## src/rtl/nvpe_pkg.sv

```systemverilog
/*
  Package for the nonvolatile program and erase controller: register map,
  field positions, reset values and timing constants.
  Assumes a 100 MHz system clock and a 32-bit Avalon-MM register slave.
*/
package nvpe_pkg;
  localparam int CLK_MHZ = 100;

  // Byte addresses of the registers
  localparam logic [4:0] ADDR_FLASH_CTRL = 5'h00;
  localparam logic [4:0] ADDR_EE_PROG = 5'h04;
  localparam logic [4:0] ADDR_EE_DIVH = 5'h08;
  localparam logic [4:0] ADDR_EE_DIVL = 5'h0C;
  localparam logic [4:0] ADDR_EE_MCFG = 5'h10;
  localparam logic [4:0] ADDR_STATUS = 5'h14;

  // Flash control bits
  localparam int FC_PROG = 0;
  localparam int FC_ERASE = 1;
  localparam int FC_BUSY = 2;
  localparam int FC_ROW_LSB = 8;
  localparam int FC_ROW_W = 11;

  // EEPROM program control bits
  localparam int EP_PULSE = 0;
  localparam int EP_LATCH = 1;
  localparam int EP_ERASE = 2;
  localparam int EP_AUTO = 5;

  localparam int ROW_BYTES = 64;
  localparam int DIV_W = 10;
  localparam int DIVH_W = 2;
  localparam int DIVL_W = 8;

  // Fixed flash operation times
  localparam int FLASH_PROG_US = 20;
  localparam int FLASH_ERASE_MS = 100;
  localparam int FLASH_PROG_CYC = FLASH_PROG_US * CLK_MHZ;
  localparam int FLASH_ERASE_CYC = FLASH_ERASE_MS * 1000 * CLK_MHZ;

  // EEPROM optimum times, in time base ticks
  localparam int EE_PROG_TICKS = 10;
  localparam int EE_ERASE_TICKS = 20;
  localparam int TICK_W = 16;

  localparam logic [7:0] MCFG_RST = 8'h00;
endpackage

```

## src/rtl/nvpe_tbase.sv

```systemverilog
/*
  Time base divider for the EEPROM, counting crystal clock cycles.
  Assumes the crystal input is already synchronised to clk.
*/
`timescale 1ns/10ps
module nvpe_tbase (
  input wire logic clk,
  input wire logic rst,
  input wire logic xtal_rise,
  input wire logic [nvpe_pkg::DIV_W-1:0] prescale,
  output logic tick
);
  logic [nvpe_pkg::DIV_W-1:0] cnt_r;
  wire terminal = (cnt_r >= prescale);

  always_ff @(posedge clk or posedge rst) begin
    if (rst) begin
      cnt_r <= '0;
      tick <= 1'b0;
    end else begin
      tick <= xtal_rise & terminal;
      if (xtal_rise) begin
        cnt_r <= terminal ? '0 : cnt_r + 1'b1;
      end
    end
  end
endmodule

```

## src/rtl/nvpe_top.sv

```systemverilog
/*
  Program and erase controller for on-chip flash and EEPROM, with an
  Avalon-MM register slave.
  Assumes the shadow word is stable at reset release and the crystal clock
  is slower than half of clk.
*/
// Overview of operation
// - Flash programs one whole 64-byte row per operation.
// - Flash erase clears the whole array in one bulk operation.
// - Flash erase and program are timed in hardware with fixed durations.
// - EEPROM time base comes from the crystal clock through a divider.
// - A 10-bit prescaler is split over two divider registers.
// - Divider registers are volatile and reload from the shadow word at reset.
// - Automatic timing enable sits at bit 5 of EEPROM program control.
// - Auto mode applies optimum time, then clears pulse enable; software polls.
`timescale 1ns/10ps
module nvpe_top #(
  parameter int FLASH_ERASE_CYCLES = nvpe_pkg::FLASH_ERASE_CYC,
  parameter int FLASH_PROG_CYCLES = nvpe_pkg::FLASH_PROG_CYC
) (
  input wire logic clk,
  input wire logic rst,
  input wire logic [4:0] avs_address,
  input wire logic avs_read,
  input wire logic avs_write,
  input wire logic [31:0] avs_writedata,
  output logic [31:0] avs_readdata,
  output logic avs_waitrequest,
  input wire logic crystal_clock_input,
  input wire logic [nvpe_pkg::DIV_W-1:0] shadow_divider,
  output logic flash_prog_active,
  output logic flash_erase_active,
  output logic [nvpe_pkg::FC_ROW_W-1:0] flash_row,
  output logic ee_hv_active,
  output logic ee_erase_mode
);
  typedef enum logic [2:0] {
    FS_IDLE = 3'b001,
    FS_PROG = 3'b010,
    FS_ERASE = 3'b100
  } nvpe_fstate_t;

  nvpe_fstate_t fstate_r, fstate_nxt;
  logic [31:0] fcnt_r;
  logic [nvpe_pkg::FC_ROW_W-1:0] row_r;
  logic shadow_load_r;
  logic [nvpe_pkg::DIVH_W-1:0] eeprom_divider_high_r;
  logic [nvpe_pkg::DIVL_W-1:0] eeprom_divider_low_r;
  logic [7:0] eeprom_module_config_r;
  logic auto_r, latch_r, ee_erase_r, program_pulse_enable_r;
  logic [nvpe_pkg::TICK_W-1:0] ticks_r;
  logic [3:0] ee_writes_r;
  logic xs1_r, xs2_r, xs3_r;
  logic ack_r;
  logic tick;

  // Bus decode
  wire req = (avs_read | avs_write) & ~ack_r;
  wire wr = avs_write & ~ack_r;
  wire sel_fc = (avs_address == nvpe_pkg::ADDR_FLASH_CTRL);
  wire sel_ep = (avs_address == nvpe_pkg::ADDR_EE_PROG);
  wire sel_dh = (avs_address == nvpe_pkg::ADDR_EE_DIVH);
  wire sel_dl = (avs_address == nvpe_pkg::ADDR_EE_DIVL);
  wire sel_mc = (avs_address == nvpe_pkg::ADDR_EE_MCFG);
  wire sel_st = (avs_address == nvpe_pkg::ADDR_STATUS);
  wire wr_fc = wr & sel_fc;
  wire wr_ep = wr & sel_ep;
  wire flash_busy = (fstate_r != FS_IDLE);
  wire start_prog = wr_fc & avs_writedata[nvpe_pkg::FC_PROG] & ~flash_busy;
  wire start_erase = wr_fc & avs_writedata[nvpe_pkg::FC_ERASE] & ~flash_busy & ~start_prog;
  wire xtal_rise = xs2_r & ~xs3_r;
  wire [nvpe_pkg::DIV_W-1:0] prescale = {eeprom_divider_high_r, eeprom_divider_low_r};
  wire [nvpe_pkg::TICK_W-1:0] ee_target = ee_erase_r ?
    nvpe_pkg::TICK_W'(nvpe_pkg::EE_ERASE_TICKS) : nvpe_pkg::TICK_W'(nvpe_pkg::EE_PROG_TICKS);
  wire ee_done = program_pulse_enable_r & auto_r & tick & (ticks_r + 1'b1 >= ee_target);
  wire [31:0] flash_limit = (fstate_r == FS_ERASE) ? 32'(FLASH_ERASE_CYCLES) : 32'(FLASH_PROG_CYCLES);
  wire flash_done = flash_busy & (fcnt_r + 1'b1 >= flash_limit);

  wire [31:0] rd_fc = {13'h0000, row_r, 5'h00, flash_busy,
                       fstate_r == FS_ERASE, fstate_r == FS_PROG};
  wire [31:0] rd_ep = {26'h0000000, auto_r, 2'h0, ee_erase_r, latch_r, program_pulse_enable_r};
  wire [31:0] rd_st = {12'h000, ticks_r, ee_writes_r};
  wire [31:0] rd_mux = sel_fc ? rd_fc :
                       sel_ep ? rd_ep :
                       sel_dh ? {30'h00000000, eeprom_divider_high_r} :
                       sel_dl ? {24'h000000, eeprom_divider_low_r} :
                       sel_mc ? {24'h000000, eeprom_module_config_r} :
                       sel_st ? rd_st : 32'h00000000;

  // Bus answer: one wait cycle, unmapped reads give zero, writes ignored
  always_ff @(posedge clk or posedge rst) begin
    if (rst) begin
      ack_r <= 1'b0;
      avs_waitrequest <= 1'b1;
      avs_readdata <= 32'h00000000;
    end else begin
      ack_r <= req;
      avs_waitrequest <= ~req;
      if (req) begin
        avs_readdata <= rd_mux;
      end
    end
  end

  always_ff @(posedge clk or posedge rst) begin
    if (rst) begin
      xs1_r <= 1'b0;
      xs2_r <= 1'b0;
      xs3_r <= 1'b0;
    end else begin
      xs1_r <= crystal_clock_input;
      xs2_r <= xs1_r;
      xs3_r <= xs2_r;
    end
  end

  nvpe_tbase u_tbase (
    .clk(clk),
    .rst(rst),
    .xtal_rise(xtal_rise),
    .prescale(prescale),
    .tick(tick)
  );

  always_ff @(posedge clk or posedge rst) begin
    if (rst) begin
      shadow_load_r <= 1'b1;
      eeprom_divider_high_r <= '0;
      eeprom_divider_low_r <= '0;
    end else begin
      shadow_load_r <= 1'b0;
      if (shadow_load_r) begin
        eeprom_divider_high_r <= shadow_divider[nvpe_pkg::DIV_W-1:nvpe_pkg::DIVL_W];
        eeprom_divider_low_r <= shadow_divider[nvpe_pkg::DIVL_W-1:0];
      end else begin
        if (wr & sel_dh) begin
          eeprom_divider_high_r <= avs_writedata[nvpe_pkg::DIVH_W-1:0];
        end
        if (wr & sel_dl) begin
          eeprom_divider_low_r <= avs_writedata[nvpe_pkg::DIVL_W-1:0];
        end
      end
    end
  end

  always_ff @(posedge clk or posedge rst) begin
    if (rst) begin
      eeprom_module_config_r <= nvpe_pkg::MCFG_RST;
    end else if (wr & sel_mc) begin
      eeprom_module_config_r <= avs_writedata[7:0];
    end
  end

  // Flash sequencer
  always_comb begin
    fstate_nxt = fstate_r;
    unique case (fstate_r)
      FS_IDLE: begin
        if (start_prog) begin
          fstate_nxt = FS_PROG;
        end else if (start_erase) begin
          fstate_nxt = FS_ERASE;
        end
      end
      FS_PROG, FS_ERASE: begin
        if (flash_done) begin
          fstate_nxt = FS_IDLE;
        end
      end
      default: fstate_nxt = FS_IDLE;
    endcase
  end

  always_ff @(posedge clk or posedge rst) begin
    if (rst) begin
      fstate_r <= FS_IDLE;
      fcnt_r <= 32'h00000000;
      row_r <= '0;
    end else begin
      fstate_r <= fstate_nxt;
      fcnt_r <= (flash_busy & ~flash_done) ? fcnt_r + 1'b1 : 32'h00000000;
      if (start_prog) begin
        row_r <= avs_writedata[nvpe_pkg::FC_ROW_LSB +: nvpe_pkg::FC_ROW_W];
      end
    end
  end

  always_ff @(posedge clk or posedge rst) begin
    if (rst) begin
      flash_prog_active <= 1'b0;
      flash_erase_active <= 1'b0;
      flash_row <= '0;
      ee_hv_active <= 1'b0;
      ee_erase_mode <= 1'b0;
    end else begin
      flash_prog_active <= (fstate_nxt == FS_PROG);
      flash_erase_active <= (fstate_nxt == FS_ERASE);
      flash_row <= start_prog ? avs_writedata[nvpe_pkg::FC_ROW_LSB +: nvpe_pkg::FC_ROW_W] : row_r;
      ee_hv_active <= program_pulse_enable_r & ~ee_done & ~(wr_ep & ~avs_writedata[nvpe_pkg::EP_PULSE]);
      ee_erase_mode <= ee_erase_r;
    end
  end

  // EEPROM program control
  always_ff @(posedge clk or posedge rst) begin
    if (rst) begin
      auto_r <= 1'b0;
      latch_r <= 1'b0;
      ee_erase_r <= 1'b0;
      program_pulse_enable_r <= 1'b0;
      ticks_r <= '0;
      ee_writes_r <= 4'h0;
    end else begin
      if (wr_ep) begin
        auto_r <= avs_writedata[nvpe_pkg::EP_AUTO];
        latch_r <= avs_writedata[nvpe_pkg::EP_LATCH];
        if (~program_pulse_enable_r) begin
          ee_erase_r <= avs_writedata[nvpe_pkg::EP_ERASE];
        end
      end
      if (ee_done) begin
        program_pulse_enable_r <= 1'b0;
      end else if (wr_ep) begin
        program_pulse_enable_r <= avs_writedata[nvpe_pkg::EP_PULSE];
      end
      if (~program_pulse_enable_r) begin
        ticks_r <= '0;
      end else if (tick) begin
        ticks_r <= ticks_r + 1'b1;
      end
      // Count program pulses since the last erase
      if (wr_ep & avs_writedata[nvpe_pkg::EP_PULSE] & ~program_pulse_enable_r) begin
        if (avs_writedata[nvpe_pkg::EP_ERASE]) begin
          ee_writes_r <= 4'h0;
        end else if (ee_writes_r != 4'hF) begin
          ee_writes_r <= ee_writes_r + 1'b1;
        end
      end
    end
  end
endmodule

```

## config.mk

```make
export PLATFORM = sky130hd
export DESIGN_NAME = nvpe_top
export DESIGN_NICKNAME = d
export VERILOG_FILES = /design/src/rtl/nvpe_pkg.sv /design/src/rtl/nvpe_tbase.sv /design/src/rtl/nvpe_top.sv
export SDC_FILE = /design/constraint.sdc
export NUM_CORES = 1
export LEC_CHECK = 0
export BUFFER_PORTS_ARGS = -buffer_cell sky130_fd_sc_hd__buf_2
export CORE_MARGIN = 5
export CORE_UTILIZATION = 50
export DETAILED_ROUTE_END_ITERATION = 7
export PLACE_DENSITY = 0.74
export SLEW_MARGIN = 10
export SYNTH_ARGS = -nofsm -noshare
export SYNTH_HDL_FRONTEND = slang
export SYNTH_SLANG_ARGS = --single-unit
```

## constraint.sdc

```tcl
create_clock -name clk -period 3.78 [get_ports clk]
set_clock_uncertainty 0.15 [all_clocks]
set_input_delay 0.378 -clock clk [delete_from_list [all_inputs] [get_ports clk]]
set_output_delay 0.378 -clock clk [all_outputs]
set_load 0.05 [all_outputs]
```

==> flow_summary_export.csv <==
group,metric,value,unit
sta,maxSlewViolCount,0,
logic_synthesis,synth-seq-cells,129,
cells_and_area,antenna_cells,0,
logic_synthesis,async_flop_share,1.00,
sta,max_freq,0.292,GHz
detailed_routing,first_pass_iters,6,
logic_synthesis,netlist_instances,697,
worst_setup_path,cp_top_family,"compound AO/OA/AOI/OAI gates",
global_route,grt_usage,0.203,
logic_synthesis,yosysTopAreaCellShare,0.439,
min_path,hold_class,"input pin to flop",
sta,rsz0062_at_grt,"no",
logic_synthesis,synth_ff_type,"dfrtp_1",
die,fp-row-count,43,
logic_synthesis,synthAdderAreaFrac,0.0453,
sta,tns,0,ns
detailed_routing,wire_per_inst,16.5,um
detailed_routing,drt_iter0_markers,414,
power,p_per_area,442,nW/um^2
worst_setup_path,path_cells,"ha_1 -> and2_1 -> and4_1 -> and3_1 -> xor2_1 -> ha_1 -> nand2_1 -> a211oi_1 -> o211ai_1 -> a311oi_4 -> buf_4 -> nor3_1",
global_route,overflow,0,
worst_setup_path,worstPathArrival,3.56,ns
logic_synthesis,synth_compound_area_frac,0.129,
clock_network,cts.htree.levels,4,
status,status,"complete, no violations",
worst_setup_path,cpPeakStageDelay,0.51,ns
detailed_routing,wirelength,16.0,mm
logic_synthesis,avgSynthCellArea,10.3,um^2
clock_network,cts_tree,"yes",
logic_synthesis,synthMuxAreaShare,0.0526,
global_route,grt_start_max_net_pins,79,
logic_synthesis,seq_area_frac_synth,0.450,
power,power,3670,uW
worst_setup_path,crit_path_start_kind,"flop",
sta,finalSetupViolCount,0,
place,placed_area,7670,um^2
logic_synthesis,synth_area_leaders,"dfrtp_1 44%, ha_1 4.5%, xnor2_1 3.8%, nand2_1 3.7%, mux2_2 3.5%",
place,port_buffers,74,
place,gp_congestion,0.914,
logic_synthesis,yosysWarnings,0,
detailed_routing,drtAntennaViolNets,0,
sta,relSlewSlack,0.520,
die,initial_core_util,0.513,
clock_network,ctsHoldBuffers,2,
detailed_routing,vias,5573,
clock_network,clkLatencyLatePin,0.42,ns
global_route,grt_pass1_wl,27.4,mm
worst_setup_path,critPathRequiredTime,3.91,ns
cells_and_area,area_growth,15.6,%
sta,worstMarginPinSlew,0.720,ns
sta,final.period_utilization,0.907,
die,fp.dieH,130,um
logic_synthesis,synth_top_cell_by_area,"dfrtp_1",
clock_network,cts_sinks,129,
power,ir_worst_vdd,0.371,mV
sta,period_needed,3.43,ns
worst_setup_path,path_buf_inv,1,
flow_run,max-cap-violations,0,
die,core,14000,um^2
die,die_x,130,um
die,io_pins,100,
global_route,grt_pass1_vias,5695,
place,dpl.hpwl,11.4,mm
logic_synthesis,synth_xor_area_frac,0.0671,
cells_and_area,nets,851,
logic_synthesis,synth_top_family_by_area,"simple AND/OR/NAND/NOR gates",
worst_setup_path,path_max_fanout,8,
cells_and_area,fillCellCount,1151,
detailed_routing,via_per_inst,5.77,
global_route,antenna_found_initial,0,
worst_setup_path,crit_top_cell,"ha_1",
clock_network,cts.clk_slew.worst_paths,0.05,ns
logic_synthesis,syn_area,7180,um^2
clock_network,cts_root_buffer,"clkbuf_16",
clock_network,cts_resized,0,
clock_network,numCtsBuffers,17,
worst_setup_path,endpoint_kind,"flop",
clock_network,ctsLongestPathBuffers,2,
worst_setup_path,crit_path_top_delay_cell,"a311oi_4",
logic_synthesis,yosys.area_share.simple,0.204,
power,leakagePower,0.00374,uW
logic_synthesis,synth_edf_count,0,
worst_setup_path,critical_path_class,"flop to flop",
clock_network,cts_setup_buffers,0,
cells_and_area,drive_above_1_share,0.226,
sta,hold_viol_final,0,
logic_synthesis,ys_types,71,
detailed_routing,drc,0,
cells_and_area,finish.instance_area,8300,um^2
die,dieArea,16900,um^2
cells in the final DEF, fill, tap and decap left out, types with 4 or more instances in the layout:
cell | netlist | layout
nor3_2 | 11 | 11
nand3_1 | 29 | 29
conb_1 | 1 | 21
nor3_1 | 18 | 18
a21oi_1 | 7 | 7
and4_1 | 4 | 4
buf_2 | 4 | 74
a22oi_1 | 15 | 15
mux2_2 | 22 | 22
a31oi_1 | 8 | 8
buf_4 | 14 | 9
nand4_1 | 15 | 15
nor3b_2 | 8 | 8
nor2b_1 | 5 | 5
o31ai_1 | 5 | 5
mux2i_1 | 13 | 13
xnor2_1 | 31 | 31
a22o_1 | 4 | 4
and3_1 | 15 | 15
and2_1 | 21 | 21
clkinvlp_4 | 0 | 4
xor2_1 | 24 | 24
nand2_1 | 70 | 70
a21o_1 | 6 | 6
ha_1 | 26 | 26
clkbuf_8 | 0 | 4
clkbuf_16 | 0 | 17
nand2b_1 | 4 | 4
o211ai_1 | 6 | 6
or3_1 | 4 | 4
inv_1 | 21 | 20
dfrtp_1 | 126 | 126
nor2_1 | 25 | 25
o21ai_0 | 42 | 42
cells by family (layout without fill, tap and decap cells):
family                   Yosys count  after routing
AO/OA/AOI/OAI                    129            129
buffers and inverters             70            139
XOR/XNOR                          55             55
multiplexers                      35             35
flip-flops                       129            129
other                              1             21
adder cells (fa/ha/maj)           26             26
AND/OR/NAND/NOR                  252            252
flip-flops by register name, summed over array words and instances (netlist names), 2 cells and up:
signal                  count
fstate_r                    3
u_tbase.cnt_r              10
eeprom_module_config_r      8
eeprom_divider_high_r       2
fcnt_r                     32
flash_row                  11
avs_readdata               20
eeprom_divider_low_r        8
ticks_r                    16
ee_writes_r                 4
worst min-delay path, delay by kind of cell:
kind	cells	cell delay (ns)
compound gates	1	0.06
buf+inv	1	0.08
simple gates	1	0.04
synth_stat cells (5+ instances only):
library cell / n
a21o_1: 6
a21oi_1: 7
a22oi_1: 15
a31oi_1: 8
and2_1: 21
and3_1: 15
buf_4: 14
buf_6: 6
clkbuf_1: 23
dfrtp_1: 126
ha_1: 26
inv_1: 21
mux2_2: 22
mux2i_1: 13
nand2_1: 70
nand3_1: 29
nand4_1: 15
nor2_1: 25
nor2b_1: 5
nor3_1: 18
nor3_2: 11
nor3b_2: 8
o211ai_1: 6
o21ai_0: 42
o31ai_1: 5
xnor2_1: 31
xor2_1: 24
report_power, final:
part / switching, uW / total [uW] / leakage [uW] / internal, uW
clock: 582 / 1690 / 0.000293 / 1110
sequential: 89.4 / 1560 / 0.00171 / 1470
combinational: 273 / 418 / 0.00174 / 146
total: 944 / 3670 / 0.00374 / 2720
area by class of cell:
class | instances | area [um^2] | share of cell area
clock buffer | 24 | 492 | 0.0592
multi-input combinational | 518 | 3670 | 0.442
clock inverter | 8 | 126 | 0.0152
timing repair buffer | 86 | 478 | 0.0576
sequential | 129 | 3230 | 0.389
inverter | 21 | 82.6 | 0.00994
tap | 180 | 225 | 0.0271
metal layers:
metal / part of all wire / GRT usage
met1: 0.44 / 0.266
met2: 0.47 / 0.329
met3: 0.070 / 0.0491
met4: 0.018 / 0.0758
met5: 0 / 0
per-stage QoR:
step	setup slack [ns]	hold slack [ns]	util	cells
5_1_grt	0.158	0.0278	0.594	966
3_3_place_gp	0.484	0.191	0.548	932
4_1_cts	0.379	0.00792	0.594	966
6_report	0.351	0.0242	0.594	966
2_1_floorplan	0.483	0.181	-	717
3_5_place_dp	0.400	0.197	0.548	932
path summary, 6_finish.rpt:
path,from,endpoint,slack (ns),cells past startpoint
setup / recovery,fcnt_r[0],fcnt_r[7],0.35,12
hold / removal,shadow_divider[6],eeprom_divider_low_r[6],0.02,3
setup reg to reg,fcnt_r[0],fcnt_r[7],0.35,12
hold reg to reg,xs1_r,xs2_r,0.20,0
max in group asynchronous,rst,fstate_r[0],2.29,4
min in group asynchronous,rst,avs_readdata[17],0.39,3
Power figures use the tool's default switching activity.
